<file path="src/ortc_pkg.sv">
package ortc_pkg;

	// Display control register layout
	localparam int unsigned CTRL_W          = 8;
	localparam int unsigned BIT_PAGE_EN     = 0;
	localparam int unsigned BIT_WINDOW_EN   = 1;
	localparam int unsigned BIT_XFER_REQ    = 2;
	localparam logic [7:0]  CTRL_RESET      = 8'h00;
	localparam logic [7:0]  LIMIT_RESET     = 8'h00;

	// Register selects of the register port
	localparam logic [1:0]  SEL_CONTROL     = 2'h0;
	localparam logic [1:0]  SEL_UPPER       = 2'h1;
	localparam logic [1:0]  SEL_LOWER       = 2'h2;
	localparam logic [1:0]  SEL_IMMEDIATE   = 2'h3;

	// Immediate register file size
	localparam int unsigned IMM_DEPTH       = 16;
	localparam int unsigned IMM_AW          = 4;

	typedef struct packed {
		logic       wr;
		logic       rd;
		logic [1:0] sel;
		logic [3:0] idx;
		logic [7:0] wdata;
	} ortc_cpu_req_t;

	typedef struct packed {
		logic       page_en;
		logic       window_en;
		logic [7:0] upper;
		logic [7:0] lower;
	} ortc_engine_cfg_t;

	typedef enum logic [1:0] {
		ORTC_IDLE,
		ORTC_WAIT_EDGE,
		ORTC_WAIT_LINE_END
	} ortc_state_t;

endpackage

</file>
<file path="src/ortc_imm_mem.sv">
`timescale 1ns/1ns
module ortc_imm_mem #(
	parameter int unsigned DEPTH = 16,
	parameter int unsigned AW    = 4,
	parameter int unsigned DW    = 8
) (
	// Clock and reset
	input  wire logic          core_clk_i,
	input  wire logic          rst_n_i,
	input  wire logic          ce_i,
	// Port
	input  wire logic          we_i,
	input  wire logic [AW-1:0] addr_i,
	input  wire logic [DW-1:0] wdata_i,
	output logic      [DW-1:0] rdata_o
);
	logic [DW-1:0] mem_reg [DEPTH];

	if (DEPTH == 0 || DEPTH > (1 << AW)) begin : g_depth_check
		$error("DEPTH does not fit AW");
	end

	// Written values take effect at once
	always_ff @(posedge core_clk_i) begin
		if (ce_i && we_i) begin
			mem_reg[addr_i] <= wdata_i;
		end
	end

	always_ff @(posedge core_clk_i or negedge rst_n_i) begin
		if (!rst_n_i) begin
			rdata_o <= '0;
		end else if (ce_i) begin
			rdata_o <= mem_reg[addr_i];
		end
	end
endmodule

</file>
<file path="src/ortc_top.sv">
`timescale 1ns/1ns
// Functional notes
// - Request outside display area copies deferred registers at next sync falling edge.
// - Request inside a display line, even display-off, copies at that line's ending edge.
// - Immediate registers apply on write, no transfer; the request bit too.
// - Writing 1 to bit 2 requests transfer; hardware clears it after copy.
// - Bit 2 reads 1 while transfer pending, 0 once completed.
// - Bit 0 of display control gates the whole page display.
// - Window enabled limits page vertically between upper and lower registers.
// - Bit 1 of display control enables window limiting.
module ortc_top #(
	parameter int unsigned IMM_DEPTH = ortc_pkg::IMM_DEPTH
) (
	// Clock and reset
	input  wire logic                      core_clk_i,
	input  wire logic                      rst_n_i,
	input  wire logic                      ce_i,
	// CPU register port
	input  wire ortc_pkg::ortc_cpu_req_t   cpu_req_i,
	output logic      [7:0]                cpu_rdata_o,
	// Video timing
	input  wire logic                      horizontal_sync_i,
	input  wire logic                      in_display_line_i,
	input  wire logic [7:0]                scan_line_i,
	// Display engine
	output ortc_pkg::ortc_engine_cfg_t     engine_cfg_o,
	output logic                           page_visible_o,
	output logic                           xfer_done_o,
	output logic      [7:0]                imm_rdata_o,
	output logic                           imm_wr_o,
	output logic      [3:0]                imm_idx_o,
	output logic      [7:0]                imm_wdata_o
);
	ortc_pkg::ortc_state_t state_reg;
	logic       page_en_reg;
	logic       window_en_reg;
	logic [7:0] upper_reg;
	logic [7:0] lower_reg;
	logic       hsync_d_reg;
	logic       hsync_fall;
	logic       ctrl_wr;
	logic       req_set;
	logic       copy_now;
	logic [7:0] ctrl_rd;
	logic [7:0] imm_mem_rdata;
	logic       line_in_window;
	logic       imm_we;

	// Refuse sizes that the immediate file cannot address
	if (IMM_DEPTH == 0 || IMM_DEPTH > (1 << ortc_pkg::IMM_AW)) begin : g_depth_check
		$error("IMM_DEPTH out of range");
	end
	if (ortc_pkg::BIT_XFER_REQ >= ortc_pkg::CTRL_W) begin : g_bit_check
		$error("Request bit outside the control register");
	end

	assign hsync_fall = hsync_d_reg && !horizontal_sync_i;
	assign imm_we     = cpu_req_i.wr && (cpu_req_i.sel == ortc_pkg::SEL_IMMEDIATE);
	assign ctrl_wr    = cpu_req_i.wr && (cpu_req_i.sel == ortc_pkg::SEL_CONTROL);
	// Only a 1 starts a transfer; a written 0 is ignored
	assign req_set    = ctrl_wr && cpu_req_i.wdata[ortc_pkg::BIT_XFER_REQ];
	assign copy_now   = hsync_fall && ((state_reg == ortc_pkg::ORTC_WAIT_EDGE) ||
		((state_reg == ortc_pkg::ORTC_WAIT_LINE_END) && !in_display_line_i));

	// Cleared by reset, so a pin held low gives no false fall
	always_ff @(posedge core_clk_i or negedge rst_n_i) begin
		if (!rst_n_i) begin
			hsync_d_reg <= 1'b0;
		end else if (ce_i) begin
			hsync_d_reg <= horizontal_sync_i;
		end
	end

	// Deferred registers hold CPU writes until the copy
	always_ff @(posedge core_clk_i or negedge rst_n_i) begin
		if (!rst_n_i) begin
			page_en_reg   <= 1'b0;
			window_en_reg <= 1'b0;
			upper_reg     <= ortc_pkg::LIMIT_RESET;
			lower_reg     <= ortc_pkg::LIMIT_RESET;
		end else if (ce_i && cpu_req_i.wr) begin
			// Writes while pending land here and may corrupt the copy
			case (cpu_req_i.sel)
				ortc_pkg::SEL_CONTROL: begin
					page_en_reg   <= cpu_req_i.wdata[ortc_pkg::BIT_PAGE_EN];
					window_en_reg <= cpu_req_i.wdata[ortc_pkg::BIT_WINDOW_EN];
				end
				ortc_pkg::SEL_UPPER: upper_reg <= cpu_req_i.wdata;
				ortc_pkg::SEL_LOWER: lower_reg <= cpu_req_i.wdata;
				default: ;
			endcase
		end
	end

	// Transfer sequencer
	always_ff @(posedge core_clk_i or negedge rst_n_i) begin
		if (!rst_n_i) begin
			state_reg <= ortc_pkg::ORTC_IDLE;
		end else if (ce_i) begin
			case (state_reg)
				ortc_pkg::ORTC_IDLE: begin
					if (req_set) begin
						if (in_display_line_i) begin
							state_reg <= ortc_pkg::ORTC_WAIT_LINE_END;
						end else begin
							state_reg <= ortc_pkg::ORTC_WAIT_EDGE;
						end
					end
				end
				ortc_pkg::ORTC_WAIT_EDGE: begin
					if (copy_now) begin
						state_reg <= ortc_pkg::ORTC_IDLE;
					end
				end
				ortc_pkg::ORTC_WAIT_LINE_END: begin
					// Line status is sampled in the same cycle as the sync falling edge
					if (copy_now) begin
						state_reg <= ortc_pkg::ORTC_IDLE;
					end
				end
				default: state_reg <= ortc_pkg::ORTC_IDLE;
			endcase
		end
	end

	// Copy into the engine; bit 0 and bit 1 only act from here
	always_ff @(posedge core_clk_i or negedge rst_n_i) begin
		if (!rst_n_i) begin
			engine_cfg_o <= '0;
		end else if (ce_i) begin
			if (copy_now) begin
				engine_cfg_o.page_en   <= page_en_reg;
				engine_cfg_o.window_en <= window_en_reg;
				engine_cfg_o.upper     <= upper_reg;
				engine_cfg_o.lower     <= lower_reg;
			end
		end
	end

	// Done pulse, in the same cycle as the copied values
	always_ff @(posedge core_clk_i or negedge rst_n_i) begin
		if (!rst_n_i) begin
			xfer_done_o <= 1'b0;
		end else if (ce_i) begin
			xfer_done_o <= copy_now;
		end
	end

	// Page gate and vertical window on the current scan line
	assign line_in_window = (scan_line_i >= engine_cfg_o.upper) &&
		(scan_line_i <= engine_cfg_o.lower);

	always_ff @(posedge core_clk_i or negedge rst_n_i) begin
		if (!rst_n_i) begin
			page_visible_o <= 1'b0;
		end else if (ce_i) begin
			page_visible_o <= engine_cfg_o.page_en &&
				(!engine_cfg_o.window_en || line_in_window);
		end
	end

	// Immediate registers pass straight through on write
	always_ff @(posedge core_clk_i or negedge rst_n_i) begin
		if (!rst_n_i) begin
			imm_wr_o    <= 1'b0;
			imm_idx_o   <= '0;
			imm_wdata_o <= '0;
		end else if (ce_i) begin
			imm_wr_o    <= imm_we;
			imm_idx_o   <= cpu_req_i.idx;
			imm_wdata_o <= cpu_req_i.wdata;
		end
	end

	ortc_imm_mem #(
		.DEPTH (IMM_DEPTH),
		.AW    (ortc_pkg::IMM_AW),
		.DW    (8)
	) u_imm_mem (
		.core_clk_i (core_clk_i),
		.rst_n_i    (rst_n_i),
		.ce_i       (ce_i),
		.we_i       (imm_we),
		.addr_i     (cpu_req_i.idx),
		.wdata_i    (cpu_req_i.wdata),
		.rdata_o    (imm_mem_rdata)
	);

	always_ff @(posedge core_clk_i or negedge rst_n_i) begin
		if (!rst_n_i) begin
			imm_rdata_o <= '0;
		end else if (ce_i) begin
			imm_rdata_o <= imm_mem_rdata;
		end
	end

	// Status read; pending flag set the cycle after the request write
	always_comb begin
		ctrl_rd = '0;
		ctrl_rd[ortc_pkg::BIT_PAGE_EN]   = page_en_reg;
		ctrl_rd[ortc_pkg::BIT_WINDOW_EN] = window_en_reg;
		ctrl_rd[ortc_pkg::BIT_XFER_REQ]  = (state_reg != ortc_pkg::ORTC_IDLE);
	end

	always_ff @(posedge core_clk_i or negedge rst_n_i) begin
		if (!rst_n_i) begin
			cpu_rdata_o <= ortc_pkg::CTRL_RESET;
		end else if (ce_i && cpu_req_i.rd) begin
			case (cpu_req_i.sel)
				ortc_pkg::SEL_CONTROL: cpu_rdata_o <= ctrl_rd;
				ortc_pkg::SEL_UPPER:   cpu_rdata_o <= upper_reg;
				ortc_pkg::SEL_LOWER:   cpu_rdata_o <= lower_reg;
				default:               cpu_rdata_o <= 8'h00;
			endcase
		end
	end
endmodule

</file>
<file path="config.mk">
export PLATFORM = sky130hd
export DESIGN_NAME = ortc_top
export DESIGN_NICKNAME = d
export VERILOG_FILES = /design/src/ortc_pkg.sv /design/src/ortc_imm_mem.sv /design/src/ortc_top.sv
export SDC_FILE = /design/constraint.sdc
export NUM_CORES = 1
export LEC_CHECK = 0
export ABC_AREA = 1
export BUFFER_PORTS_ARGS = -buffer_cell sky130_fd_sc_hd__buf_2
export CAP_MARGIN = 20
export CORE_MARGIN = 3
export CORE_UTILIZATION = 40
export CTS_CLUSTER_DIAMETER = 120
export CTS_CLUSTER_SIZE = 40
export DETAILED_ROUTE_END_ITERATION = 8
export PLACE_DENSITY = 0.55
export RECOVER_POWER = 25
export SLEW_MARGIN = 40
export SYNTH_ARGS = -nofsm -noshare
export SYNTH_HDL_FRONTEND = slang
export SYNTH_SLANG_ARGS = --single-unit
</file>
<file path="constraint.sdc">
create_clock -name core_clk_i -period 2.55 [get_ports core_clk_i]
set_input_delay 0.51 -clock core_clk_i [delete_from_list [all_inputs] [get_ports core_clk_i]]
set_output_delay 0.51 -clock core_clk_i [all_outputs]
set_load 0.01 [all_outputs]
</file>
==> results.cfg <==
[yosys]
synth.distinct_cells = 25
synth_fa_ha_area_frac = 0.0283
syn_area_per_cell_um2 = 10.9
synth_seq_area_share = 0.691
synth.mux.area_fraction = 0.00268
synth.area.top_cells = edfxtp_1 (46%), dfrtp_1 (23%), nand2_1 (12%), nor2_1 (3.0%), ha_1 (2.8%)
synth-simple-area-share = 0.186
synth_xor_area_frac = 0
synth_top_family_by_area = simple AND/OR/NAND/NOR gates
yosys.area.top_type = edfxtp_1
syn_nets = 819
synth_area_um2 = 8390
synth_warnings = 0
syn-instance-count = 771
yosys_register_bits = 206
synth_top_area_frac = 0.458
synth-compound-area-share = 0.0531

[sta]
fin_crit_sh = 0.666
rsz0062_at_grt = false
slew_violations = 0
tns_ps = 0
fin_worst_skew_ps = 52.1
max_slew_margin = 0.310
setup_violations = 0
finalCriticalPeriod_ps = 1700
finalHoldViolCount = 0
max_freq_ghz = 0.589
timing.final.ws_setup_ps = 852
worst_pin_slew_ps = 1040
holdWs_ps = 241

[clocking]
cts_buffer_depth = 3
ctsHoldBuffers = 1
cts_buffers = 9
worst_skew_pair.late_latency_ps = 480
cts-root-buf = clkbuf_16
post_cts_buffers = 0
cts_sinks = 206
cts_tree = yes
clk_pin_slew_ps = 140
htreeDepth = 1
cts.repair.resized = 0

[outcome]
status = finished, final reports clean

[cells_and_area]
drive_above_1_share = 0.138
area_delta_synth_final_pct = 13.3
layout.nets = 915
antenna_cells = 0
stdcell_count = 1139
largest_reg_flops = 128

[grt]
grt_pass1_wl_um = 30800
grt_pass1_vias = 5410
grt_usage = 0.175
use_met2 = 0.278
grt_max_degree = 43
antenna_found_initial = 0
overflow = 0
grt_use_met1 = 0.259
grt_most_used_layer = met2
use_met3 = 0.0165

[min_path]
hold_path_startpoint = horizontal_sync_i
holdPathEnd = hsync_d_reg$_DFFE_PN0P_
hold_class = primary input to flop
hold_depth = 3

[placed_design]
io_buffers = 77
dp_slack_ps = 450
detailed_place_hpwl_um = 13700
dp_cells = 1125
place_congestion = 0.792

[setup_path]
critPathBufInv = 5
r2r_slack_ps = 940
cp_slowest_cell = nor3_1
cp_top_family = simple AND/OR/NAND/NOR gates
r2r_end = engine_cfg_o[16]$_DFFE_PN0P_
cp-startpoint = cpu_req_i[13]
crit_path_start_kind = primary input
reg2reg_from = state_reg[0]$_DFFE_PN0P_
crit_path_end_kind = flop
path_cells = buf_2, inv_1, nor3_1, buf_4, inv_1, nor3_1, buf_4
reg2regPathDepth = 7
crit_arrival_ps = 1900
cp.required_ps = 2750
cp_max_fo = 7
crit_path_max_incr_delay_ps = 460
setup.worst_path.class = primary input to flop

[detailed_routing]
detail-route-antenna-nets = 0
drc = 0
dr.pass1.iters = 4
num_vias = 5609
finalWirelength_um = 19700
post_drt_wl_per_cell_um = 17.3
drt-initial-drc-count = 488
vias_per_cell = 4.92

[power_and_ir_drop]
netSwitchingPower_mw = 1.98
p_per_area_nw_per_um2 = 736
leakagePower_nw = 4.05
pwr-share-seq = 0.575
ir_worst_vdd_uv = 406
switching_share = 0.284
p_comb_frac = 0.183
clkPwrFrac = 0.242
internal_power_mw = 5.01

[job]
drv_cap = 0

[die]
coreArea_um2 = 20400
rows = 52
io_pins = 78
die_h_um = 151
fp.dieArea_um2 = 22700
start_util = 0.411
die_w_um = 151
-- final cells by class --
| type | instances | area (µm²) |
|---|---|---|
| inverter | 54 | 203 |
| sequential | 206 | 5800 |
| fill | 1941 | 10900 |
| clock buffer | 12 | 236 |
| timing repair buffer | 109 | 633 |
| multi-input combinational | 487 | 2270 |
| clock inverter | 1 | 30.0 |
| tap | 270 | 338 |
-- how the worst max path moves through the flow --
stage,endpoint,slack (ps),cells after the start
after global routing,engine_cfg_o[17]$_DFFE_PN0P_,740,7
after global placement,u_imm_mem.mem_reg[2][0]$_DFFE_PP_,430,7
final,u_imm_mem.mem_reg[15][6]$_DFFE_PP_,850,7
after floorplan,u_imm_mem.mem_reg[15][0]$_DFFE_PP_,550,4
after detailed placement,u_imm_mem.mem_reg[15][7]$_DFFE_PP_,450,7
after CTS,engine_cfg_o[16]$_DFFE_PN0P_,920,7
-- layout by cell type (no fill, tap or decap) --
cell	instances
nor2_4	2
nor2_1	68
nand4_1	25
clkinv_1	1
nor2_2	3
ha_1	19
dfrtp_1	78
dlygate4sd3_1	1
buf_4	31
clkbuf_16	9
a21o_1	1
buf_12	1
clkbuf_1	11
mux2_2	2
clkinv_16	1
nand2_1	272
buf_2	68
a22oi_1	16
a21boi_0	1
o21a_1	1
inv_1	50
inv_2	3
nor3_1	3
o21ai_0	35
a31oi_1	6
a21oi_1	18
edfxtp_1	128
nand3_1	15
-- Yosys cell counts (all sizes together) --
library cell and number:
dfrtp 78, buf 14, a22oi 16, nand4 25, clkbuf 10, ha 19, a21o 1, edfxtp 128
nor3 3, a21oi 18, mux2 2, clkinv 1, o21ai 35, nor2 73, a21boi 1, a31oi 6
o21a 1, nand3 15, nand2 272, inv 53
-- worst reg2reg max path, cell delays in order (launching register included) --
cell and delay, ps:
dfrtp_1 370, inv_1 70, ha_1 190, nand2_1 60, nand2_1 50, nand3_1 60, buf_4 320, mux2_2 380
-- routing by layer --
layer  vias up  share of wire
met1      2697           0.49
met4         0          0.022
met5         -              0
met3        29          0.041
met2       126           0.45
li1       2757              -
-- logic make-up after synthesis --
family                   after synthesis
multiplexers                           2
adder cells (fa/ha/maj)               19
AO/OA/AOI/OAI                         78
AND/OR/NAND/NOR                      388
buffers and inverters                 78
flip-flops                           206
-- power by group through the flow --
stage	sequential, mW	clock [mW]	combinational [mW]
5_1_grt	4.06	1.85	1.49
4_1_cts	4.02	1.74	1.31
2_1_floorplan	4.15	0	0.693
6_report	4.02	1.70	1.28
3_5_place_dp	4.09	0	1.31
3_3_place_gp	4.09	0	1.28
-- per-stage QoR --
stage | area, µm² | util | total power [mW]
finish | 9510 | 0.465 | 7.00
global route | 9510 | 0.465 | 7.40
CTS | 9520 | 0.466 | 7.07
detailed placement | 9240 | 0.452 | 5.40
global placement | 9240 | 0.452 | 5.37
floorplan | 8390 | - | 4.84
Power figures use the tool's default switching activity.
